$ cat src/design/sdr_pkg.sv
// Constants, field layout and timing for the step-down regulator control bank
package sdr_pkg;

	// ****************************************
	// Register addresses
	// ****************************************
	localparam logic [7:0] SDR_ADDR_LEVEL = 8'h10;
	localparam logic [7:0] SDR_ADDR_MODE = 8'h11;
	localparam logic [7:0] SDR_ADDR_RSVD = 8'h12;
	localparam logic [7:0] SDR_ADDR_STATUS = 8'h13;

	// ****************************************
	// Field positions
	// ****************************************
	localparam int SDR_LEVEL_MSB = 5;
	localparam int SDR_LEVEL_LSB = 0;
	localparam int SDR_RANGE_BIT = 6;
	localparam int SDR_MODE_BIT = 0;
	localparam int SDR_WE0_BIT = 0;
	localparam int SDR_PGOOD_BIT = 1;
	localparam int SDR_WE2_BIT = 2;
	localparam int SDR_LEVEL_W = 6;

	// ****************************************
	// Reset values and read-only filler
	// ****************************************
	localparam logic [5:0] SDR_LEVEL_RST = 6'h00;
	localparam logic SDR_RANGE_RST = 1'b1;
	localparam logic SDR_MODE_RST = 1'b0;
	localparam logic SDR_WE0_RST = 1'b0;
	localparam logic SDR_WE2_RST = 1'b0;
	localparam logic SDR_FILL_LEVEL = 1'b0;
	localparam logic [6:0] SDR_FILL_MODE = 7'h00;
	localparam logic [7:0] SDR_FILL_RSVD = 8'h00;
	localparam logic [4:0] SDR_FILL_STATUS = 5'h00;
	localparam logic [7:0] SDR_UNMAPPED_RD = 8'h00;

	// Highest low-range code that has no voltage
	localparam logic [5:0] SDR_LOW_NA_MAX = 6'h11;

	// ****************************************
	// Timing
	// ****************************************
	localparam int SDR_CLK_PERIOD_NS = 50;
	localparam int SDR_SS_TIME_US = 80;
	localparam int SDR_SS_CYCLES =
		(SDR_SS_TIME_US * 1000 + SDR_CLK_PERIOD_NS - 1) / SDR_CLK_PERIOD_NS;
	localparam int SDR_SS_W = 11;
	localparam logic [10:0] SDR_SS_LAST = 11'(SDR_SS_CYCLES);

	// ****************************************
	// Soft-start states
	// ****************************************
	typedef enum logic [1:0] {
		SDR_SS_IDLE = 2'b00,
		SDR_SS_RAMP = 2'b01,
		SDR_SS_DONE = 2'b10
	} sdr_ss_state_t;

endpackage

$ cat src/design/sdr_ctrl_regs.sv
// Control and status register bank of the step-down regulator
`timescale 1ns/100ps
module sdr_ctrl_regs (
	input wire logic sys_clk_i,
	input wire logic rst_b_i,
	input wire logic [7:0] reg_addr_i,
	input wire logic [7:0] reg_wdata_i,
	input wire logic reg_wr_i,
	input wire logic reg_rd_i,
	output logic [7:0] reg_rdata_o,
	input wire logic push_button_start_n_i,
	input wire logic hold_on_enable_i,
	input wire logic power_good_i,
	input wire logic die_hot_i,
	input wire logic die_cooled_i,
	output logic regulator_enable_o,
	output logic [sdr_pkg::SDR_LEVEL_W-1:0] output_level_code_o,
	output logic level_range_select_o,
	output logic forced_pwm_o,
	output logic level_code_valid_o,
	output logic [sdr_pkg::SDR_SS_W-1:0] soft_start_ramp_o,
	output logic soft_start_done_o,
	output logic thermal_shutdown_o
);
	import sdr_pkg::*;

	logic btn_meta_r;
	logic btn_sync_n_r;
	logic hold_meta_r;
	logic hold_sync_r;
	logic pg_meta_r;
	logic pg_sync_r;
	logic hot_meta_r;
	logic hot_sync_r;
	logic cool_meta_r;
	logic cool_sync_r;
	logic therm_off_r;
	logic reg_en_r;
	logic [SDR_LEVEL_W-1:0] level_r;
	logic range_r;
	logic mode_r;
	logic we0_r;
	logic we2_r;
	logic valid_r;
	logic [7:0] rdata_r;
	logic [7:0] rdata_nxt;
	logic level_ok;
	logic wr_level;
	logic wr_mode;
	logic wr_status;

	// ****************************************
	// Pin synchronisers
	// ****************************************
	always_ff @(posedge sys_clk_i or negedge rst_b_i) begin
		if (!rst_b_i) begin
			btn_meta_r <= 1'b1;
			btn_sync_n_r <= 1'b1;
			hold_meta_r <= 1'b0;
			hold_sync_r <= 1'b0;
		end else begin
			btn_meta_r <= push_button_start_n_i;
			btn_sync_n_r <= btn_meta_r;
			hold_meta_r <= hold_on_enable_i;
			hold_sync_r <= hold_meta_r;
		end
	end

	always_ff @(posedge sys_clk_i or negedge rst_b_i) begin
		if (!rst_b_i) begin
			pg_meta_r <= 1'b0;
			pg_sync_r <= 1'b0;
			hot_meta_r <= 1'b0;
			hot_sync_r <= 1'b0;
			cool_meta_r <= 1'b0;
			cool_sync_r <= 1'b0;
		end else begin
			pg_meta_r <= power_good_i;
			pg_sync_r <= pg_meta_r;
			hot_meta_r <= die_hot_i;
			hot_sync_r <= hot_meta_r;
			cool_meta_r <= die_cooled_i;
			cool_sync_r <= cool_meta_r;
		end
	end

	// ****************************************
	// Thermal latch and enable
	// ****************************************
	// Trip wins over cool-down in the same cycle
	always_ff @(posedge sys_clk_i or negedge rst_b_i) begin
		if (!rst_b_i) begin
			therm_off_r <= 1'b0;
		end else if (hot_sync_r) begin
			therm_off_r <= 1'b1;
		end else if (cool_sync_r) begin
			therm_off_r <= 1'b0;
		end
	end

	// Processor keeps the regulator on by raising hold-on
	always_ff @(posedge sys_clk_i or negedge rst_b_i) begin
		if (!rst_b_i) begin
			reg_en_r <= 1'b0;
		end else begin
			reg_en_r <= (!btn_sync_n_r || hold_sync_r) && !therm_off_r && !hot_sync_r;
		end
	end

	// ****************************************
	// Register writes
	// ****************************************
	assign wr_level = reg_wr_i && (reg_addr_i == SDR_ADDR_LEVEL);
	assign wr_mode = reg_wr_i && (reg_addr_i == SDR_ADDR_MODE);
	assign wr_status = reg_wr_i && (reg_addr_i == SDR_ADDR_STATUS);

	// Level and range only taken while the system is on
	always_ff @(posedge sys_clk_i or negedge rst_b_i) begin
		if (!rst_b_i) begin
			level_r <= SDR_LEVEL_RST;
			range_r <= SDR_RANGE_RST;
		end else if (wr_level && reg_en_r) begin
			level_r <= reg_wdata_i[SDR_LEVEL_MSB:SDR_LEVEL_LSB];
			range_r <= reg_wdata_i[SDR_RANGE_BIT];
		end
	end

	always_ff @(posedge sys_clk_i or negedge rst_b_i) begin
		if (!rst_b_i) begin
			mode_r <= SDR_MODE_RST;
		end else if (wr_mode) begin
			mode_r <= reg_wdata_i[SDR_MODE_BIT];
		end
	end

	// Write-exact bits stored as given
	always_ff @(posedge sys_clk_i or negedge rst_b_i) begin
		if (!rst_b_i) begin
			we0_r <= SDR_WE0_RST;
			we2_r <= SDR_WE2_RST;
		end else if (wr_status) begin
			we0_r <= reg_wdata_i[SDR_WE0_BIT];
			we2_r <= reg_wdata_i[SDR_WE2_BIT];
		end
	end

	// ****************************************
	// Level code check
	// ****************************************
	assign level_ok = range_r || (level_r > SDR_LOW_NA_MAX);

	always_ff @(posedge sys_clk_i or negedge rst_b_i) begin
		if (!rst_b_i) begin
			valid_r <= 1'b0;
		end else begin
			valid_r <= level_ok;
		end
	end

	// ****************************************
	// Register reads
	// ****************************************
	always_comb begin
		rdata_nxt = SDR_UNMAPPED_RD;
		if (reg_addr_i == SDR_ADDR_LEVEL) begin
			rdata_nxt = {SDR_FILL_LEVEL, range_r, level_r};
		end else if (reg_addr_i == SDR_ADDR_MODE) begin
			rdata_nxt = {SDR_FILL_MODE, mode_r};
		end else if (reg_addr_i == SDR_ADDR_RSVD) begin
			rdata_nxt = SDR_FILL_RSVD;
		end else if (reg_addr_i == SDR_ADDR_STATUS) begin
			rdata_nxt = {SDR_FILL_STATUS, we2_r, pg_sync_r, we0_r};
		end
	end

	always_ff @(posedge sys_clk_i or negedge rst_b_i) begin
		if (!rst_b_i) begin
			rdata_r <= 8'h00;
		end else if (reg_rd_i) begin
			rdata_r <= rdata_nxt;
		end
	end

	// ****************************************
	// Soft-start
	// ****************************************
	sdr_soft_start u_soft_start (
		.sys_clk_i(sys_clk_i),
		.rst_b_i(rst_b_i),
		.start_en_i(reg_en_r),
		.ramp_o(soft_start_ramp_o),
		.ramp_done_o(soft_start_done_o)
	);

	assign reg_rdata_o = rdata_r;
	assign regulator_enable_o = reg_en_r;
	assign output_level_code_o = level_r;
	assign level_range_select_o = range_r;
	assign forced_pwm_o = mode_r;
	assign level_code_valid_o = valid_r;
	assign thermal_shutdown_o = therm_off_r;

	// ****************************************
	// Checks
	// ****************************************
	a_level_write: assert property (@(posedge sys_clk_i) disable iff (!rst_b_i)
		(wr_level && reg_en_r) |=> (level_r == $past(reg_wdata_i[5:0])))
		else $error("level code not taken on write");

	a_range_write: assert property (@(posedge sys_clk_i) disable iff (!rst_b_i)
		(wr_level && reg_en_r) |=> (level_range_select_o == $past(reg_wdata_i[6])))
		else $error("range bit not taken on write");

	a_level_locked: assert property (@(posedge sys_clk_i) disable iff (!rst_b_i)
		(!reg_en_r) |=> ($stable(level_r) && $stable(range_r)))
		else $error("level changed while regulator off");

	a_code_valid: assert property (@(posedge sys_clk_i) disable iff (!rst_b_i)
		rst_b_i |=> (level_code_valid_o == ($past(range_r) || $past(level_r) > 6'h11)))
		else $error("level valid flag wrong");

	a_mode_write: assert property (@(posedge sys_clk_i) disable iff (!rst_b_i)
		wr_mode |=> (forced_pwm_o == $past(reg_wdata_i[0])))
		else $error("mode bit not taken on write");

	a_pgood_read: assert property (@(posedge sys_clk_i) disable iff (!rst_b_i)
		(reg_rd_i && reg_addr_i == SDR_ADDR_STATUS) |=> (reg_rdata_o[1] == $past(pg_sync_r)))
		else $error("power-good read mismatch");

	a_ro_fill: assert property (@(posedge sys_clk_i) disable iff (!rst_b_i)
		(reg_rd_i && reg_addr_i == SDR_ADDR_MODE) |=> (reg_rdata_o[7:1] == 7'h00))
		else $error("read-only bits of mode register not filler");

	a_ro_write: assert property (@(posedge sys_clk_i) disable iff (!rst_b_i)
		(reg_rd_i && reg_addr_i == SDR_ADDR_RSVD) |=> (reg_rdata_o == 8'h00))
		else $error("write reached read-only register");

	a_en_button: assert property (@(posedge sys_clk_i) disable iff (!rst_b_i)
		(!btn_sync_n_r && !therm_off_r && !hot_sync_r) |=> regulator_enable_o)
		else $error("regulator not enabled by button");

	a_en_release: assert property (@(posedge sys_clk_i) disable iff (!rst_b_i)
		(btn_sync_n_r && !hold_sync_r) |=> !regulator_enable_o)
		else $error("regulator on with no enable source");

	a_therm_hold: assert property (@(posedge sys_clk_i) disable iff (!rst_b_i)
		(therm_off_r && !cool_sync_r) |=> (therm_off_r && !regulator_enable_o))
		else $error("thermal shutdown released early");

	a_therm_trip: assert property (@(posedge sys_clk_i) disable iff (!rst_b_i)
		hot_sync_r |=> (thermal_shutdown_o && !regulator_enable_o))
		else $error("thermal trip missed");

	a_level_read: assert property (@(posedge sys_clk_i) disable iff (!rst_b_i)
		(reg_rd_i && reg_addr_i == SDR_ADDR_LEVEL) |=> (reg_rdata_o ==
		{SDR_FILL_LEVEL, $past(level_range_select_o), $past(output_level_code_o)}))
		else $error("level register read mismatch");

	a_exact_write: assert property (@(posedge sys_clk_i) disable iff (!rst_b_i)
		wr_status |=> (we0_r == $past(reg_wdata_i[0]) && we2_r == $past(reg_wdata_i[2])))
		else $error("write-exact bits not stored");

	a_status_fill: assert property (@(posedge sys_clk_i) disable iff (!rst_b_i)
		(reg_rd_i && reg_addr_i == SDR_ADDR_STATUS) |=> (reg_rdata_o[7:3] == 5'h00))
		else $error("read-only bits of status register not filler");

	a_rdata_hold: assert property (@(posedge sys_clk_i) disable iff (!rst_b_i)
		!reg_rd_i |=> $stable(reg_rdata_o))
		else $error("read data changed with no read");

	a_en_hold: assert property (@(posedge sys_clk_i) disable iff (!rst_b_i)
		(hold_sync_r && !therm_off_r && !hot_sync_r) |=> regulator_enable_o)
		else $error("regulator not enabled by hold-on");

	a_mode_hold: assert property (@(posedge sys_clk_i) disable iff (!rst_b_i)
		!wr_mode |=> $stable(forced_pwm_o))
		else $error("mode changed with no write");

	c_level_write: cover property (@(posedge sys_clk_i) disable iff (!rst_b_i)
		wr_level && reg_en_r);

	c_therm_cycle: cover property (@(posedge sys_clk_i) disable iff (!rst_b_i)
		$fell(thermal_shutdown_o));

	c_hold_takeover: cover property (@(posedge sys_clk_i) disable iff (!rst_b_i)
		regulator_enable_o && $rose(btn_sync_n_r) ##1 regulator_enable_o);

	c_pgood_read: cover property (@(posedge sys_clk_i) disable iff (!rst_b_i)
		reg_rd_i && reg_addr_i == SDR_ADDR_STATUS && pg_sync_r);

endmodule // sdr_ctrl_regs

$ cat src/design/sdr_soft_start.sv
// Soft-start reference ramp for the step-down regulator
`timescale 1ns/100ps
module sdr_soft_start (
	input wire logic sys_clk_i,
	input wire logic rst_b_i,
	input wire logic start_en_i,
	output logic [sdr_pkg::SDR_SS_W-1:0] ramp_o,
	output logic ramp_done_o
);
	import sdr_pkg::*;

	sdr_ss_state_t state_r;
	sdr_ss_state_t state_nxt;
	logic [SDR_SS_W-1:0] ramp_r;

	// ****************************************
	// Ramp sequencing
	// ****************************************
	always_comb begin
		state_nxt = state_r;
		case (state_r)
			SDR_SS_IDLE: begin
				if (start_en_i) begin
					state_nxt = SDR_SS_RAMP;
				end
			end
			SDR_SS_RAMP: begin
				if (!start_en_i) begin
					state_nxt = SDR_SS_IDLE;
				end else if (ramp_r == SDR_SS_LAST - 11'h001) begin
					state_nxt = SDR_SS_DONE;
				end
			end
			SDR_SS_DONE: begin
				if (!start_en_i) begin
					state_nxt = SDR_SS_IDLE;
				end
			end
			default: begin
				state_nxt = SDR_SS_IDLE;
			end
		endcase
	end

	always_ff @(posedge sys_clk_i or negedge rst_b_i) begin
		if (!rst_b_i) begin
			state_r <= SDR_SS_IDLE;
		end else begin
			state_r <= state_nxt;
		end
	end

	// Reference only rises while enabled, restarts from zero
	always_ff @(posedge sys_clk_i or negedge rst_b_i) begin
		if (!rst_b_i) begin
			ramp_r <= 11'h000;
		end else if (!start_en_i) begin
			ramp_r <= 11'h000;
		end else if (state_r == SDR_SS_RAMP) begin
			ramp_r <= ramp_r + 11'h001;
		end
	end

	assign ramp_o = ramp_r;
	assign ramp_done_o = (state_r == SDR_SS_DONE);

	// ****************************************
	// Checks
	// ****************************************
	a_ramp_step: assert property (@(posedge sys_clk_i) disable iff (!rst_b_i)
		(start_en_i && state_r == SDR_SS_RAMP) |=> (ramp_r == $past(ramp_r) + 11'h001))
		else $error("soft-start ramp did not advance by one");

	a_ramp_length: assert property (@(posedge sys_clk_i) disable iff (!rst_b_i)
		(start_en_i && state_r == SDR_SS_RAMP && ramp_r == SDR_SS_LAST - 11'h001)
		|=> (ramp_done_o && ramp_r == SDR_SS_LAST))
		else $error("soft-start did not finish at full count");

	a_ramp_restart: assert property (@(posedge sys_clk_i) disable iff (!rst_b_i)
		!start_en_i |=> (ramp_r == 11'h000 && !ramp_done_o))
		else $error("soft-start ramp not cleared when disabled");

	c_ramp_done: cover property (@(posedge sys_clk_i) disable iff (!rst_b_i)
		$rose(ramp_done_o));

endmodule // sdr_soft_start

$ cat config.mk
export PLATFORM = sky130hd
export DESIGN_NAME = sdr_ctrl_regs
export DESIGN_NICKNAME = d
export VERILOG_FILES = /design/src/design/sdr_pkg.sv /design/src/design/sdr_ctrl_regs.sv /design/src/design/sdr_soft_start.sv
export SDC_FILE = /design/constraint.sdc
export NUM_CORES = 1
export LEC_CHECK = 0
export BUFFER_PORTS_ARGS = -buffer_cell sky130_fd_sc_hd__buf_4
export CORE_ASPECT_RATIO = 0.6
export CORE_MARGIN = 1
export CORE_UTILIZATION = 44
export DETAILED_ROUTE_END_ITERATION = 10
export PLACE_DENSITY = 0.69
export SYNTH_ARGS = -nofsm -noshare
export SYNTH_HDL_FRONTEND = slang
export SYNTH_SLANG_ARGS = --single-unit
$ cat constraint.sdc
create_clock -name sys_clk_i -period 1.45 [get_ports sys_clk_i]
set_input_delay 0.29 -clock sys_clk_i [delete_from_list [all_inputs] [get_ports sys_clk_i]]
set_output_delay 0.29 -clock sys_clk_i [all_outputs]
set_load 0.005 [all_outputs]
Word-level counts from Yosys, hierarchy flattened
Index checks and enable logic that the tools add are counted.
- output and inout bits: 31
- input bits: 25
- bits in registers: 44
- reductions and logical operators: 14
- muxes and demuxes: 13
- eq/ne operators: 11
- add/sub/neg operators: 1
- $lt $le $gt $ge: 1
- operators with widths (cell ; count):
    $eq 8x5->1 const B ; 4
    $mux 11 ; 2
    $mux 8 ; 2
    $add 11x1->11 const B ; 1
    $eq 11x11->1 const B ; 1
    $mux 2 ; 4
    $gt 6x5->1 const B ; 1
    $logic_and 1x1->1 ; 6
    $mux 3 ; 2
    $pmux 2 s3 ; 1
    $ne 2x2->1 const B ; 2
    $logic_not 1->1 ; 3
    $ne 3x2->1 const B ; 1
    $reduce_and 3->1 ; 1
    $eq 2x1->1 const B ; 1
    $eq 2x2->1 const B ; 1
    $logic_not 2->1 ; 1
    $logic_or 1x1->1 ; 2
    $mux 1 ; 2
    $ne 2x1->1 const B ; 1
    $reduce_bool 2->1 ; 1

Longest topological paths before layout
- depth after elaboration: 5
- depth in mapped cells: 4

By module
From an unflattened synthesis, not the netlist that was laid out.
- cell total of the unflattened synthesis: 147
- area, all modules: 1845.5 sq um
- modules (own cells, without submodules) (module ; sequential area each (sq um) ; area an instance (sq um) ; instances ; cells each):
    sdr_ctrl_regs ; 754.5 ; 1147.4 ; 1 ; 84
    sdr_soft_start ; 325.3 ; 698.2 ; 1 ; 63

Worst setup path before layout
OpenSTA, ideal clock, no wires.
- path type: register to register
- start: register u_soft_start.ramp_r[0] (netlist: u_soft_start.ramp_o[0])
- end: register u_soft_start.ramp_r[8] (netlist: u_soft_start.ramp_o[8])
- stages on the path, launching flop included: 5
- path slack: -0.010 ns
- arrival: 1.382 ns
- data required time: 1.372 ns
- path through: dfrtp_1 > ha_1 > nand3b_1 > or4_1 > a21oi_1
- longest elaborated chain between the ends: 3
- RTL lines (item ; line ; text):
    from (decl) ; sdr_soft_start.sv:14 ; logic [SDR_SS_W-1:0] ramp_r;
    from (signal assigned) ; sdr_soft_start.sv:60 ; ramp_r <= ramp_r + 11'h001;
    $add 11x1->11 ; sdr_soft_start.sv:60 ;
    $mux 11 ; sdr_soft_start.sv:59 ; end else if (state_r == SDR_SS_RAMP) begin
    $mux 11 ; sdr_soft_start.sv:57 ; end else if (!start_en_i) begin
No other way between the ends. The select of a mux whose other input is x is not followed.
A chain may end at the register's enable or synchronous reset.

Worst setup path after layout
- start: register u_soft_start.ramp_r[1] (netlist: u_soft_start.ramp_o[1])
- end: register u_soft_start.ramp_r[8] (netlist: u_soft_start.ramp_o[8])
The elaborated chain is that of the path after synthesis.

==> flow_summary_export.csv <==
group,metric,value,unit
status,status,"finished with violations",
status,violations,"design-rule violations, negative setup slack",
worst_setup_path,worstPathCellList,"ha_2, nand3b_1, or4_4, a21oi_2",
layout,regArea,1080,µm²
sta,slew_viol_final,0,
detailed_routing,drc,4,
die,fp.dieW,84.4,µm
layout,utilization,65.6,%
cts,clk_pin_slew,80,ps
place,numPortBuffers,53,
place,dp_worst_setup_slack,-60.1,ps
synth,yosys_register_bits,43,
power,power.density,846,nW/µm²
sta,fin_crit,1480,ps
sta,max_freq,677,MHz
sta,finClkSkew,6.42,ps
worst_setup_path,crit_slowest_cell,"or4_4",
layout,multi_input_area,687,µm²
synth,yosysMostFrequentCell,"dfrtp_1",
sta,maxSlewHeadroom,65.2,%
detailed_routing,dr.pass1.iters,7,
global_route,grt_pass1_vias,1362,
detailed_routing,vias,1458,
synth,syn_area,1790,µm²
worst_setup_path,start_kind,"register",
cts,cts.sinks,43,
detailed_routing,routed_wl,4160,µm
cts,cts_tree,"done",
cts,clk_latency,290,ps
place,placed_area,2330,µm²
die,dieArea,4340,µm²
worst_setup_path,critPathBufInv,0,
synth,ys_types,37,
worst_hold_path,hold_path.class,"primary input to register",
global_route,antenna_found_initial,0,
power,leakage,1.19,nW
synth,yosys.area.top_type,"dfrtp_1",
global_route,grt_pass1_wl,6550,µm
die,core,3790,µm²
synth,async_reset_ff_share,100,%
power,peakVddDrop,565,µV
global_route,grtUsageTotal,20.5,%
sta,worstMarginPinSlew,522,ps
layout,nets,250,
sta,timing.final.crit_share,102,%
cts,cts_buffers,5,
layout,fillerInstances,310,
die,start_util,47.3,%
synth,synthTopCellsByArea,"dfrtp_1 (56%), mux2_2 (6.9%), dfstp_2 (4.4%)",
layout,drive_gt1_share,44.4,%
detailed_routing,ant_nets,0,
synth,synth_common_cells,"dfrtp_1 (40), inv_1 (11), mux2_2 (11)",
global_route,grt_start_max_net_pins,44,
die,die_h,51.4,µm
place,routabilityCongestion,0.819,
layout,stdcell_count,272,
layout,syn_to_final_growth,38.6,%
worst_setup_path,worst-setup-path-type,"register to register",
sta,rsz0062_at_grt,"true",
synth,yosysSeqAreaShare,60.3,%
sta,holdWs,100,ps
worst_setup_path,cp.required,1670,ps
worst_setup_path,worst_path_largest_cell_delay,530,ps
detailed_routing,routed_via_density,5.36,
worst_setup_path,arrival,1700,ps
cts,clockBufferDepth,2,
synth,synth_edf_count,0,
global_route,grt_overflow,0,
cts,htree_num_levels,2,
worst_setup_path,endpoint_kind,"register",
synth,synth_top_cell_area_share,55.9,%
sta,fin_ws,-27.6,ps
layout,final_cell_area,2480,µm²
synth,ys_warn_count,0,
place,dp_cells,259,
synth,postSynthCellCount,150,
detailed_routing,wire_per_inst,15.3,µm
synth,synthFlopType,"dfrtp_1",
sta,hold_viol_final,0,
detailed_routing,first_iter_violations,59,
sta,tns,-47.6,ps
job,cap_violations,0,
synth,syn_nets,176,
layout,antennaDiodeCount,0,
die,rows,17,
synth,syn_avg_cell_area,11.9,µm²
die,ioPinCount,56,
sta,finalSetupViolCount,2,
place,hpwlAfterDp,2930,µm
worst_setup_path,critPathTopFamily,"simple AND/OR/NAND/NOR gates",
power,power.total,2.10,mW
cts,cts_root_buf,"clkbuf_8",
worst_setup_path,path_max_fanout,6,
[worst register-to-register path: cells and delay by family (launching register included)]
kind	cells	cell delay, ps
simple gates	2	720
flops	1	380
fa+ha+maj	1	200
compound gates	1	120
[state kept, by name, indices dropped and copies added (netlist names), 2 cells and up]
register              cells
u_soft_start.ramp_o      11
u_soft_start.state_r      2
output_level_code_o       6
reg_rdata_o               7
[metal layers]
| layer | global-route usage, % | wire length, µm | up-vias |
|---|---|---|---|
| li1 | - | - | 681 |
| met4 | 8.47 | 65 | 0 |
| met3 | 5.82 | 156 | 8 |
| met2 | 32.7 | 2030 | 27 |
| met5 | 0 | 0 | - |
| met1 | 26.8 | 1910 | 742 |
[cells in the final DEF (no fill, tap or decap), types with 3 or more instances in the layout]
master	count
nand2_1	10
o22ai_1	5
nand3_1	4
mux2_2	11
o31ai_1	3
buf_4	70
dfrtp_1	40
nor4_1	3
a21oi_1	5
nand4_1	3
or3_1	4
dfstp_2	3
inv_1	11
nor2b_1	5
nor2_1	6
o21ai_0	3
clkbuf_8	5
[final cells by class]
cell class                      instances  share of cell area [%]
Inverter                               11                    1.66
Timing Repair Buffer                   71                    21.6
Clock inverter                          1                   0.202
Sequential cell                        43                    43.5
Multi-Input combinational cell         92                    27.7
Tap cell                               47                    2.37
Clock buffer                            7                    3.07
[power by group]
| part | internal, mW | switching, mW |
|---|---|---|
| sequential | 1.23 | 0.0136 |
| clock | 0.338 | 0.377 |
| combinational | 0.0738 | 0.0715 |
| total | 1.64 | 0.462 |
[cells by family (layout without fill, tap and decap cells)]
logic type                 count (synthesis)  after routing  synth area share [%]
and+or+nand+nor                           47             47                  16.1
DFF                                       43             43                  60.3
AOI/OAI and AO/OA                         28             28                  10.3
buffers and inverters                     15             90                  3.42
muxes                                     13             13                  8.03
xor gates and xnor gates                   2              2                 0.978
adders and majority gates                  1              1                 0.698
other                                      1              1                 0.209
[worst paths after layout]
kind                                                         start                                 end  slack (ps)  cells after the start
max in group asynchronous                                  rst_b_i    level_range_select_o$_DFFE_PN1P_         560                      2
worst min register to register               hold_meta_r$_DFF_PN0_               hold_sync_r$_DFF_PN0_         350                      0
min in group asynchronous                                  rst_b_i  u_soft_start.ramp_o[5]$_DFFE_PN0P_         510                      2
worst max register to register  u_soft_start.ramp_o[1]$_DFFE_PN0P_  u_soft_start.ramp_o[8]$_DFFE_PN0P_         -30                      4
worst max-delay path            u_soft_start.ramp_o[1]$_DFFE_PN0P_  u_soft_start.ramp_o[8]$_DFFE_PN0P_         -30                      4
worst min-delay path                              hold_on_enable_i               hold_meta_r$_DFF_PN0_         100                      1
[what timing repair did]
action                     in CTS  in global routing
setup endpoints to repair       4                  9
hold endpoints to repair       40                  0
pin swaps                       1                  4
setup buffers                   3                  1
hold buffers                    1                  0
gates resized for setup         0                  9
No activity file was read; power rests on OpenSTA's default activity.
